==> config.mk <==
export PLATFORM = sky130hd
export DESIGN_NAME = ch3_oc
export DESIGN_NICKNAME = d
export VERILOG_FILES = /design/src/ch3_oc_pkg.sv /design/src/ch3_oc.sv /design/src/cmp_shadow.sv
export SDC_FILE = /design/constraint.sdc
export NUM_CORES = 1
export LEC_CHECK = 0
export BUFFER_PORTS_ARGS = -buffer_cell sky130_fd_sc_hd__clkbuf_2
export CAP_MARGIN = 20
export CORE_UTILIZATION = 59
export DETAILED_ROUTE_END_ITERATION = 12
export HOLD_SLACK_MARGIN = 0.03
export MAX_ROUTING_LAYER = met4
export PLACE_DENSITY = 0.87
export SLEW_MARGIN = 15
export SYNTH_ARGS = -nofsm -noshare
export SYNTH_HDL_FRONTEND = slang
export SYNTH_SLANG_ARGS = --single-unit
==> constraint.sdc <==
create_clock -name MCLK -period 5.6 [get_ports MCLK]
set_clock_uncertainty 0.15 [all_clocks]
set_input_delay 1.12 -clock MCLK [delete_from_list [all_inputs] [get_ports MCLK]]
set_output_delay 1.12 -clock MCLK [all_outputs]
set_load 0.005 [all_outputs]
==> src/ch3_oc_pkg.sv <==
// Constants and types shared by the channel 3 output compare block
package ch3_oc_pkg;

    // ------------------------------------------------------------
    // Register bus and map
    // ------------------------------------------------------------
    localparam int              ADDR_W      = 8;
    localparam int              DATA_W      = 32;
    localparam logic [7:0]      OCFG_OFS    = 8'h4C;
    localparam logic [7:0]      POL_OFS     = 8'h54;
    localparam logic [7:0]      CCR_OFS     = 8'h8C;
    localparam logic [7:0]      ACR_OFS     = 8'h90;
    localparam logic [7:0]      STAT_OFS    = 8'h94;

    // ------------------------------------------------------------
    // Field positions
    // ------------------------------------------------------------
    localparam int              MODE_HI_BIT = 8;
    localparam int              MODE_LO_MSB = 2;
    localparam int              CLR_EN_BIT  = 3;
    localparam int              PRE_EN_BIT  = 4;
    localparam int              IMA_EN_BIT  = 5;
    localparam int              POL_BIT     = 6;
    localparam int              STAT_REF_BIT = 0;
    localparam int              STAT_IMM_BIT = 1;

    // ------------------------------------------------------------
    // Reset values
    // ------------------------------------------------------------
    localparam logic [31:0]     OCFG_RST    = 32'h0000_0000;
    localparam logic [31:0]     CMP_RST     = 32'h0000_0000;
    localparam logic            POL_RST     = 1'h0;

    // ------------------------------------------------------------
    // Output mode codes and single-pulse state
    // ------------------------------------------------------------
    typedef enum logic [3:0] {
        OM_HOLD  = 4'h0,
        OM_CLR   = 4'h1,
        OM_SET   = 4'h2,
        OM_TOG   = 4'h3,
        OM_FRC0  = 4'h4,
        OM_FRC1  = 4'h5,
        OM_PWM1  = 4'h6,
        OM_PWM2  = 4'h7,
        OM_APWM1 = 4'hE,
        OM_APWM2 = 4'hF
    } out_mode_t;

    typedef enum logic {
        IMM_IDLE = 1'h0,
        IMM_HOLD = 1'h1
    } imm_state_t;

endpackage : ch3_oc_pkg

==> src/ch3_oc.sv <==
// Channel 3 output compare reference generator with register port
// ------------------------------------------------------------
// ------------------------------------------------------------
//
// The implementer's own choice: strobed register access.
module ch3_oc #(
    parameter int CNT_W = 16
) (
    input  wire logic                           MCLK,
    input  wire logic                           RST_B,
    input  wire logic [ch3_oc_pkg::ADDR_W-1:0]  ADDR,
    input  wire logic [ch3_oc_pkg::DATA_W-1:0]  WDATA,
    input  wire logic                           WR,
    input  wire logic                           RD,
    output logic      [ch3_oc_pkg::DATA_W-1:0]  RDATA,
    input  wire logic [CNT_W-1:0]               TIMER_COUNTER_VALUE,
    input  wire logic                           CNT_DOWN,
    input  wire logic                           CNT_STEP,
    input  wire logic                           UPDATE_EVENT,
    input  wire logic                           TRIGGER_EVENT,
    input  wire logic                           OVF_UDF_EVENT,
    input  wire logic                           FILTERED_EXTERNAL_TRIGGER,
    output logic                                CHANNEL_REFERENCE,
    output logic                                CHANNEL_OUT
);
    import ch3_oc_pkg::*;

    // ------------------------------------------------------------
    // Helpers
    // ------------------------------------------------------------
    function automatic logic pwm_level(input logic             mode2,
                                       input logic             down,
                                       input logic [CNT_W-1:0] cnt,
                                       input logic [CNT_W-1:0] up_cmp,
                                       input logic [CNT_W-1:0] dn_cmp);
        logic act;
        act = down ? !(cnt > dn_cmp) : (cnt < up_cmp);
        return mode2 ? !act : act;
    endfunction : pwm_level

    function automatic logic is_pwm12(input logic [3:0] m);
        return (m == OM_PWM1) || (m == OM_PWM2);
    endfunction : is_pwm12

    initial begin
        if (CNT_W < 1 || CNT_W > 32) begin
            $error("ch3_oc: CNT_W must be 1..32");
        end
    end

    // ------------------------------------------------------------
    // Configuration registers
    // ------------------------------------------------------------
    logic [3:0]        mode_r;
    logic [3:0]        mode_nxt;
    logic              clr_en_r;
    logic              clr_en_nxt;
    logic              pre_en_r;
    logic              pre_en_nxt;
    logic              ima_en_r;
    logic              ima_en_nxt;
    logic              pol_r;
    logic              pol_nxt;
    logic [DATA_W-1:0] rdata_r;
    logic [DATA_W-1:0] rdata_nxt;
    logic              wr_ocfg;
    logic              wr_pol;
    logic              wr_ccr;
    logic              wr_acr;
    logic [CNT_W-1:0]  ccr_pre;
    logic [CNT_W-1:0]  ccr_act;
    logic [CNT_W-1:0]  acr_pre;
    logic [CNT_W-1:0]  acr_act;
    imm_state_t        imm_r;
    imm_state_t        imm_nxt;
    logic              oref_r;
    logic              oref_nxt;
    logic              out_r;
    logic              out_nxt;

    assign wr_ocfg = WR && (ADDR == OCFG_OFS);
    assign wr_pol  = WR && (ADDR == POL_OFS);
    assign wr_ccr  = WR && (ADDR == CCR_OFS);
    assign wr_acr  = WR && (ADDR == ACR_OFS);

    always_comb begin
        mode_nxt   = mode_r;
        clr_en_nxt = clr_en_r;
        pre_en_nxt = pre_en_r;
        ima_en_nxt = ima_en_r;
        pol_nxt    = pol_r;
        rdata_nxt  = '0;
        if (wr_ocfg) begin
            mode_nxt   = {WDATA[MODE_HI_BIT], WDATA[MODE_LO_MSB:0]};
            clr_en_nxt = WDATA[CLR_EN_BIT];
            pre_en_nxt = WDATA[PRE_EN_BIT];
            ima_en_nxt = WDATA[IMA_EN_BIT];
        end
        if (wr_pol) begin
            pol_nxt = WDATA[POL_BIT];
        end
        if (RD) begin
            case (ADDR)
                OCFG_OFS: begin
                    rdata_nxt[MODE_HI_BIT]     = mode_r[3];
                    rdata_nxt[MODE_LO_MSB:0]   = mode_r[2:0];
                    rdata_nxt[CLR_EN_BIT]      = clr_en_r;
                    rdata_nxt[PRE_EN_BIT]      = pre_en_r;
                    rdata_nxt[IMA_EN_BIT]      = ima_en_r;
                end
                POL_OFS: begin
                    rdata_nxt[POL_BIT] = pol_r;
                end
                CCR_OFS: begin
                    rdata_nxt[CNT_W-1:0] = ccr_pre;
                end
                ACR_OFS: begin
                    rdata_nxt[CNT_W-1:0] = acr_pre;
                end
                STAT_OFS: begin
                    rdata_nxt[STAT_REF_BIT] = oref_r;
                    rdata_nxt[STAT_IMM_BIT] = (imm_r == IMM_HOLD);
                end
                default: begin
                    rdata_nxt = '0;
                end
            endcase
        end
    end

    always_ff @(posedge MCLK or negedge RST_B) begin
        if (!RST_B) begin
            mode_r   <= {OCFG_RST[MODE_HI_BIT], OCFG_RST[MODE_LO_MSB:0]};
            clr_en_r <= OCFG_RST[CLR_EN_BIT];
            pre_en_r <= OCFG_RST[PRE_EN_BIT];
            ima_en_r <= OCFG_RST[IMA_EN_BIT];
            pol_r    <= POL_RST;
            rdata_r  <= '0;
        end else begin
            mode_r   <= mode_nxt;
            clr_en_r <= clr_en_nxt;
            pre_en_r <= pre_en_nxt;
            ima_en_r <= ima_en_nxt;
            pol_r    <= pol_nxt;
            rdata_r  <= rdata_nxt;
        end
    end

    assign RDATA = rdata_r;

    // ------------------------------------------------------------
    // Compare values
    // ------------------------------------------------------------
    cmp_shadow #(.W(CNT_W)) u_ccr (
        .clk         (MCLK),
        .rst_b       (RST_B),
        .wr_en       (wr_ccr),
        .wr_val      (WDATA[CNT_W-1:0]),
        .preload_en  (pre_en_r),
        .update      (UPDATE_EVENT),
        .preload_val (ccr_pre),
        .active_val  (ccr_act)
    );

    cmp_shadow #(.W(CNT_W)) u_acr (
        .clk         (MCLK),
        .rst_b       (RST_B),
        .wr_en       (wr_acr),
        .wr_val      (WDATA[CNT_W-1:0]),
        .preload_en  (pre_en_r),
        .update      (UPDATE_EVENT),
        .preload_val (acr_pre),
        .active_val  (acr_act)
    );

    // ------------------------------------------------------------
    // Reference generation
    // ------------------------------------------------------------
    logic match;
    logic imm_trig;
    logic imm_on;
    logic clr_now;

    assign match    = CNT_STEP && (TIMER_COUNTER_VALUE == ccr_act);
    assign imm_trig = ima_en_r && is_pwm12(mode_r) && TRIGGER_EVENT;
    assign imm_on   = imm_trig || (imm_r == IMM_HOLD);
    assign clr_now  = clr_en_r && FILTERED_EXTERNAL_TRIGGER;

    always_comb begin
        imm_nxt = imm_r;
        case (imm_r)
            IMM_IDLE: begin
                if (imm_trig) begin
                    imm_nxt = IMM_HOLD;
                end
            end
            IMM_HOLD: begin
                if (!is_pwm12(mode_r) || (OVF_UDF_EVENT && !imm_trig)) begin
                    imm_nxt = IMM_IDLE;
                end
            end
            default: begin
                imm_nxt = IMM_IDLE;
            end
        endcase

        oref_nxt = oref_r;
        case (mode_r)
            OM_CLR: begin
                if (match) oref_nxt = 1'b0;
            end
            OM_SET: begin
                if (match) oref_nxt = 1'b1;
            end
            OM_TOG: begin
                if (match) oref_nxt = !oref_r;
            end
            OM_FRC0: oref_nxt = 1'b0;
            OM_FRC1: oref_nxt = 1'b1;
            OM_PWM1, OM_PWM2: begin
                if (imm_on) begin
                    oref_nxt = mode_r[0];
                end else begin
                    oref_nxt = pwm_level(mode_r[0], CNT_DOWN, TIMER_COUNTER_VALUE,
                                         ccr_act, ccr_act);
                end
            end
            OM_APWM1, OM_APWM2: begin
                oref_nxt = pwm_level(mode_r[0], CNT_DOWN, TIMER_COUNTER_VALUE,
                                     ccr_act, acr_act);
            end
            default: oref_nxt = oref_r;
        endcase
        if (clr_now) begin
            oref_nxt = 1'b0;
        end
        out_nxt = oref_nxt ^ pol_r;
    end

    always_ff @(posedge MCLK or negedge RST_B) begin
        if (!RST_B) begin
            imm_r  <= IMM_IDLE;
            oref_r <= 1'b0;
            out_r  <= 1'b0;
        end else begin
            imm_r  <= imm_nxt;
            oref_r <= oref_nxt;
            out_r  <= out_nxt;
        end
    end

    assign CHANNEL_REFERENCE = oref_r;
    assign CHANNEL_OUT       = out_r;
endmodule : ch3_oc

==> src/cmp_shadow.sv <==
// Compare value with preload register and active shadow
module cmp_shadow #(
    parameter int W = 16
) (
    input  wire logic         clk,
    input  wire logic         rst_b,
    input  wire logic         wr_en,
    input  wire logic [W-1:0] wr_val,
    input  wire logic         preload_en,
    input  wire logic         update,
    output logic      [W-1:0] preload_val,
    output logic      [W-1:0] active_val
);
    import ch3_oc_pkg::*;

    logic [W-1:0] pre_r;
    logic [W-1:0] pre_nxt;
    logic [W-1:0] act_r;
    logic [W-1:0] act_nxt;

    initial begin
        if (W < 1 || W > 32) begin
            $error("cmp_shadow: W must be 1..32");
        end
    end

    always_comb begin
        pre_nxt = wr_en ? wr_val : pre_r;
        act_nxt = act_r;
        if (wr_en && !preload_en) begin
            act_nxt = wr_val;
        end else if (update && preload_en) begin
            act_nxt = pre_r;
        end
    end

    always_ff @(posedge clk or negedge rst_b) begin
        if (!rst_b) begin
            pre_r <= CMP_RST[W-1:0];
            act_r <= CMP_RST[W-1:0];
        end else begin
            pre_r <= pre_nxt;
            act_r <= act_nxt;
        end
    end

    assign preload_val = pre_r;
    assign active_val  = act_r;
endmodule : cmp_shadow

==> flow_summary.json, run 1 <==
{
  "status": "complete, no violations",
  "pwr_density_cell_nw_per_um2": 264,
  "setup_viol": 0,
  "final_cell_area_um2": 5370,
  "post_drt_wl_per_cell_um": 17.6,
  "max_freq_mhz": 269,
  "r2r_cells": 12,
  "drv_cap": 0,
  "hold_violations": 0,
  "stdcell_count": 640,
  "combPwrFrac": 0.148,
  "vias_per_cell": 5.92,
  "holdCritStartpoint": "u_ccr.active_val[11]",
  "worstPathArrival_ns": 3.77,
  "fin_crit_sh": 0.664,
  "clkPwrFrac": 0.331,
  "cts_num_sinks": 91,
  "yosys_most_used_dff": "dfrtp_1",
  "drt-initial-drc-count": 422,
  "min_to": "u_ccr.active_val[11]",
  "grt_max_degree": 92,
  "ir_drop_mv": 0.199,
  "p_int_mw": 1.01,
  "tritoncts": "built",
  "synth_seq_cells": 91,
  "period_minus_slack_ns": 3.72,
  "hp-class": "reg2reg",
  "track_usage": 0.291,
  "crit_fanout": 32,
  "synth_area_um2": 4820,
  "drc": 0,
  "cts_made_buffers": 9,
  "hold_buffers": 0,
  "p_seq_frac": 0.521,
  "ios": 100,
  "synth_edf_count": 0,
  "grt-ovfl-total": 0,
  "placed_cells": 624,
  "crit_slowest_cell": "or2_1",
  "areaGrowthSynthToFinish_pct": 11.4,
  "cp.required_ns": 5.65,
  "ff2ff_setup_slack_ns": 2.52,
  "p_sw_uw": 408,
  "h-tree-depth": 3,
  "syn_area_per_cell_um2": 10.2,
  "dp_hpwl_um": 7950,
  "drt-pass1-iter-count": 6,
  "clk_path_buf_depth": 2,
  "num_rows": 32,
  "vias": 3787,
  "yosysWarnings": 0,
  "utilization": 0.688,
  "yosysSeqAreaShare": 0.472,
  "path_cells": "clkbuf_2, nor3_2, nand3b_1, nor3_4, nand2_2, or2_1, nor2_1, a31oi_1",
  "cts_setup_buffers": 0,
  "routabilityCongestion": 0.868,
  "drive_gt1_frac": 0.251,
  "pre_cts_ws_ns": 1.55,
  "power.total_mw": 1.42,
  "cts_resized": 0,
  "antenna_found_initial": 0,
  "dieArea_um2": 8540,
  "clk_latency_ns": 0.37,
  "fillers": 576,
  "crit_type": "in2reg",
  "grt_setup_unrepaired": "no",
  "ant_nets": 0,
  "sw_frac_of_total": 0.288,
  "place_area_um2": 5160,
  "async_flop_share": 1.00,
  "start_kind": "input port",
  "initial_core_util": 0.618,
  "fin_nets": 633,
  "antenna_cells": 0,
  "worst_slew_pin_slew_ns": 1.02,
  "io_buffers": 67,
  "endpoint_kind": "flop",
  "path_clk_slew_ns": 0.10,
  "critPathMaxStageDelay_ns": 0.72,
  "fin_ws_ns": 1.88,
  "synthCells": 473,
  "slew_violations": 0,
  "mostFrequentLayoutCell": "dfrtp_1",
  "r2r-start": "u_ccr.active_val[13]",
  "root_buffer": "clkbuf_8",
  "wl_um": 11300,
  "die_w_um": 92.4,
  "hold_depth": 2,
  "holdWs_ns": 0.333,
  "leakagePower_nw": 2.62,
  "grt_pass1_vias": 3834,
  "final_cell_mix": "dfrtp_1 (91), nand2_1 (77), clkbuf_2 (66), mux2_2 (40)",
  "synth.distinct_cells": 48,
  "r2r-end": "CHANNEL_OUT",
  "grt_pass1_wl_um": 18500,
  "tns_ns": 0,
  "core_um2": 7810,
  "slew_headroom": 0.321,
  "fp.dieH_um": 92.4
}
[synthesized netlist by cell type (2+ instances only)]
cell type,n,area (µm²)
dfrtp_1,91,2280
nand3_1,4,20.0
and2_1,2,12.5
o21ai_0,3,15.0
nand4_1,8,50.1
nand2_1,77,289
o21a_1,2,15.0
ha_1,34,425
a31oi_1,16,100
mux2i_1,3,30.0
buf_2,6,30.0
inv_1,34,128
nor2b_1,11,68.8
a22oi_1,24,180
nor2_1,25,93.8
buf_1,2,7.51
a222oi_1,8,80.1
a21o_1,2,15.0
o22ai_1,2,12.5
buf_4,16,120
clkbuf_1,11,41.3
nand2b_1,3,18.8
o211ai_1,2,15.0
a21oi_1,17,85.1
nand4b_1,3,26.3
mux2_2,40,450
nor3_1,5,25.0
nand2_2,2,12.5
[power by group through the flow]
| stage | clock network (mW) | logic (mW) | registers, mW |
|---|---|---|---|
| floorplan | 0 | 0.140 | 0.734 |
| global placement | 0 | 0.195 | 0.746 |
| detailed placement | 0 | 0.207 | 0.748 |
| CTS | 0.466 | 0.210 | 0.736 |
| global route | 0.496 | 0.241 | 0.742 |
| finish | 0.469 | 0.210 | 0.738 |
[sequential cells by signal, summed over array words and instances, names as in the netlist]
name               count
u_acr.preload_val     16
pre_en_r               1
CHANNEL_OUT            1
ima_en_r               1
mode_r                 4
u_ccr.preload_val     16
u_acr.active_val      16
clr_en_r               1
u_ccr.active_val      16
RDATA                 16
imm_r                  1
CHANNEL_REFERENCE      1
pol_r                  1
[logic make-up after synthesis]
logic type,share of synthesized area
compound gates,0.123
xor+xnor,0.00363
fa+ha+maj,0.0882
buf+inv,0.0677
flops,0.472
mux,0.0996
other cells,0.000777
simple gates,0.145
[worst max path at each step]
stage | to | depth (start not counted) | startpoint | slack [ns]
2_1_floorplan | CHANNEL_OUT | 11 | TIMER_COUNTER_VALUE[15] | 2.02
3_3_place_gp | CHANNEL_OUT | 12 | TIMER_COUNTER_VALUE[15] | 1.65
3_5_place_dp | u_acr.active_val[11] | 8 | ADDR[5] | 1.55
4_1_cts | u_acr.active_val[11] | 8 | ADDR[5] | 1.92
5_1_grt | u_acr.active_val[2] | 8 | ADDR[5] | 1.62
6_report | u_acr.active_val[2] | 8 | ADDR[5] | 1.88
[layer usage]
layer,routed length [µm],vias up,GRT usage
met5,0,-,-
met3,923,22,0.0616
met4,233,0,0.121
li1,-,1762,-
met2,5310,179,0.443
met1,4780,1824,0.380
[cell type report]
cell class                      count  area, µm²  area share
Multi-Input combinational cell    328       2280       0.424
Sequential cell                    91       2280       0.424
Tap cell                          102        128      0.0237
Timing Repair Buffer               69        357      0.0664
Clock buffer                        9        124      0.0231
Inverter                           34        128      0.0237
Clock inverter                      7       83.8      0.0156
[worst max-delay path, delay by kind of cell]
kind	cells	cell delay (ns)
buf+inv	1	0.08
compound gates	1	0.07
simple gates	6	2.48
Note: power is estimated with default switching activity, not from simulation.
==> inputs of run 2 (changes only) <==
Settings changed: ABC_AREA set to 1, CORE_UTILIZATION 59 to 56, PLACE_DENSITY 0.87 to 0.83.
Clock period 5.6 ns to 3.9 ns, I/O delays scaled along.
==> flow_summary.json, run 2 <==
{
  "synth.distinct_cells": 39,
  "synth_seq_cells": 91,
  "synth.top_cell.area_share": 0.433,
  "tritoncts": "built",
  "ant_nets": 0,
  "io_buffers": 67,
  "hold_violations": 0,
  "cts_num_sinks": 91,
  "drc": 0,
  "critPathMaxStageDelay_ns": 0.34,
  "hp-class": "in2async",
  "leakagePower_nw": 3.04,
  "pwr_density_cell_nw_per_um2": 450,
  "r2r_cells": 14,
  "ir_drop_mv": 0.192,
  "crit_fanout": 3,
  "path_cells": "clkbuf_2, ha_1, nand2_1, nor2_1, nor3b_2, nand4_1, ha_1, o21ai_0, nor4_1, nor3_1, nand3_1, nand2_1, nand2_1, nand2_1",
  "grt-ovfl-total": 0,
  "fillers": 747,
  "yosys_most_used_dff": "dfrtp_1",
  "final_cell_mix": "nand2_1 (138), inv_1 (101), dfrtp_1 (91), clkbuf_2 (66), o21ai_0 (42)",
  "routabilityCongestion": 0.962,
  "wl_met2_um": 5860,
  "grt_pass1_vias": 4252,
  "synthCells": 613,
  "crit_type": "in2reg",
  "cp.required_ns": 4.05,
  "hold_buffers": 0,
  "grt_setup_unrepaired": "no",
  "root_buffer": "clkbuf_8",
  "initial_core_util": 0.591,
  "dp_hpwl_um": 9450,
  "drt-pass1-iter-count": 6,
  "clk_latency_ns": 0.37,
  "vias": 4403,
  "worstSetupEndpoint": "CHANNEL_OUT",
  "fin_ws_ns": 1.08,
  "endpoint_kind": "flop",
  "path_clk_slew_ns": 0.09,
  "status": "complete, no violations",
  "worst_slew_pin_slew_ns": 0.834,
  "core_um2": 8890,
  "areaGrowthSynthToFinish_pct": 9.78,
  "critPathMostFrequentCell": "nand2_1",
  "grt_pass1_wl_um": 20900,
  "startpoint": "TIMER_COUNTER_VALUE[15]",
  "fin_nets": 777,
  "antenna_cells": 0,
  "start_kind": "input port",
  "ff2ff_setup_slack_ns": 1.19,
  "max_freq_mhz": 354,
  "ios": 100,
  "tns_ns": 0,
  "antenna_found_initial": 0,
  "slew_headroom": 0.443,
  "drt-initial-drc-count": 333,
  "drv_cap": 0,
  "synth.area.top_cells": "dfrtp_1 (43%), nand2_1 (9.9%), ha_1 (8.1%)",
  "wl_um": 12500,
  "post_drt_wl_per_cell_um": 15.9,
  "synthTopCellsByCount": "nand2_1 (138), inv_1 (101), dfrtp_1 (91)",
  "met3_length_um": 758,
  "wl_met1_um": 5660,
  "synth_edf_count": 0,
  "r2r-end": "CHANNEL_OUT",
  "track_usage": 0.286,
  "cts_made_buffers": 9,
  "synth_most_common_cell": "nand2_1",
  "worstPathArrival_ns": 2.97,
  "top_layer": "met4",
  "setup_viol": 0,
  "syn_area_per_cell_um2": 8.57,
  "crit_slowest_cell": "ha_1",
  "num_rows": 34,
  "clk_path_buf_depth": 2,
  "h-tree-depth": 3,
  "synth_largest_area_cell": "dfrtp_1",
  "drive_gt1_frac": 0.207,
  "mostFrequentLayoutCell": "nand2_1",
  "die_w_um": 98.9,
  "slew_violations": 0,
  "fp.dieH_um": 98.9,
  "cts_setup_buffers": 0,
  "period_minus_slack_ns": 2.82,
  "cts_resized": 0,
  "dieArea_um2": 9780,
  "r2r-start": "u_ccr.active_val[15]",
  "pre_cts_ws_ns": 0.772,
  "vias_per_cell": 5.58,
  "grt_max_degree": 61,
  "yosysWarnings": 0,
  "async_flop_share": 1.00,
  "yosysSeqAreaShare": 0.433,
  "fin_crit_sh": 0.723,
  "synth_area_um2": 5260
}
==> run 2: per-stage QoR <==
| stage | instance area [µm²] | power [mW] | std cells | util | hold WS [ns] |
|---|---|---|---|---|---|
| after floorplan | 5310 | 1.74 | 628 | - | 0.292 |
| after global placement | 5580 | 1.91 | 774 | 0.627 | 0.323 |
| after detailed placement | 5580 | 1.97 | 774 | 0.627 | 0.313 |
| after CTS | 5770 | 2.60 | 789 | 0.649 | 0.332 |
| after global routing | 5770 | 2.77 | 789 | 0.649 | 0.365 |
| final | 5770 | 2.60 | 789 | 0.649 | 0.322 |
==> run 2: layer usage <==
metal | up-vias | track usage
met5 | - | -
met4 | 0 | 0.104
met3 | 20 | 0.0262
met2 | 179 | 0.446
met1 | 2108 | 0.391
li1 | 2096 | -
==> run 2: power by group <==
part	switching (mW)	total, mW	internal [mW]
clock network	0.333	0.643	0.311
registers	0.0659	1.17	1.11
logic	0.467	0.781	0.314
total	0.865	2.60	1.73
==> run 2: area by class of cell <==
type | count | area [µm²] | area share
multi-input combinational | 401 | 2410 | 0.418
sequential | 91 | 2280 | 0.395
timing repair buffer | 70 | 360 | 0.0624
clock inverter | 4 | 51.3 | 0.00889
clock buffer | 11 | 141 | 0.0245
tap | 108 | 135 | 0.0234
inverter | 104 | 390 | 0.0676
==> run 2: worst min path at each step <==
stage	from	end
global route	pol_r	CHANNEL_OUT
finish	RST_B	RDATA[1]
floorplan	pol_r	CHANNEL_OUT
global placement	pol_r	CHANNEL_OUT
CTS	pol_r	CHANNEL_OUT
detailed placement	pol_r	CHANNEL_OUT
==> run 2: cells by family (layout without fill, tap and decap cells) <==
| group | after synthesis | after routing | synth area share |
|---|---|---|---|
| flip-flops | 91 | 91 | 0.433 |
| other | 1 | 16 | 0.000713 |
| buffers and inverters | 136 | 189 | 0.118 |
| AO/OA/AOI/OAI | 146 | 146 | 0.190 |
| adder cells (fa/ha/maj) | 34 | 34 | 0.0809 |
| AND/OR/NAND/NOR | 205 | 205 | 0.177 |
==> run 2: worst max-delay path: cells and delay by family <==
family	cells	cell delay [ns]
compound gates	1	0.18
fa+ha+maj	2	0.65
buf+inv	1	0.11
simple gates	10	1.27
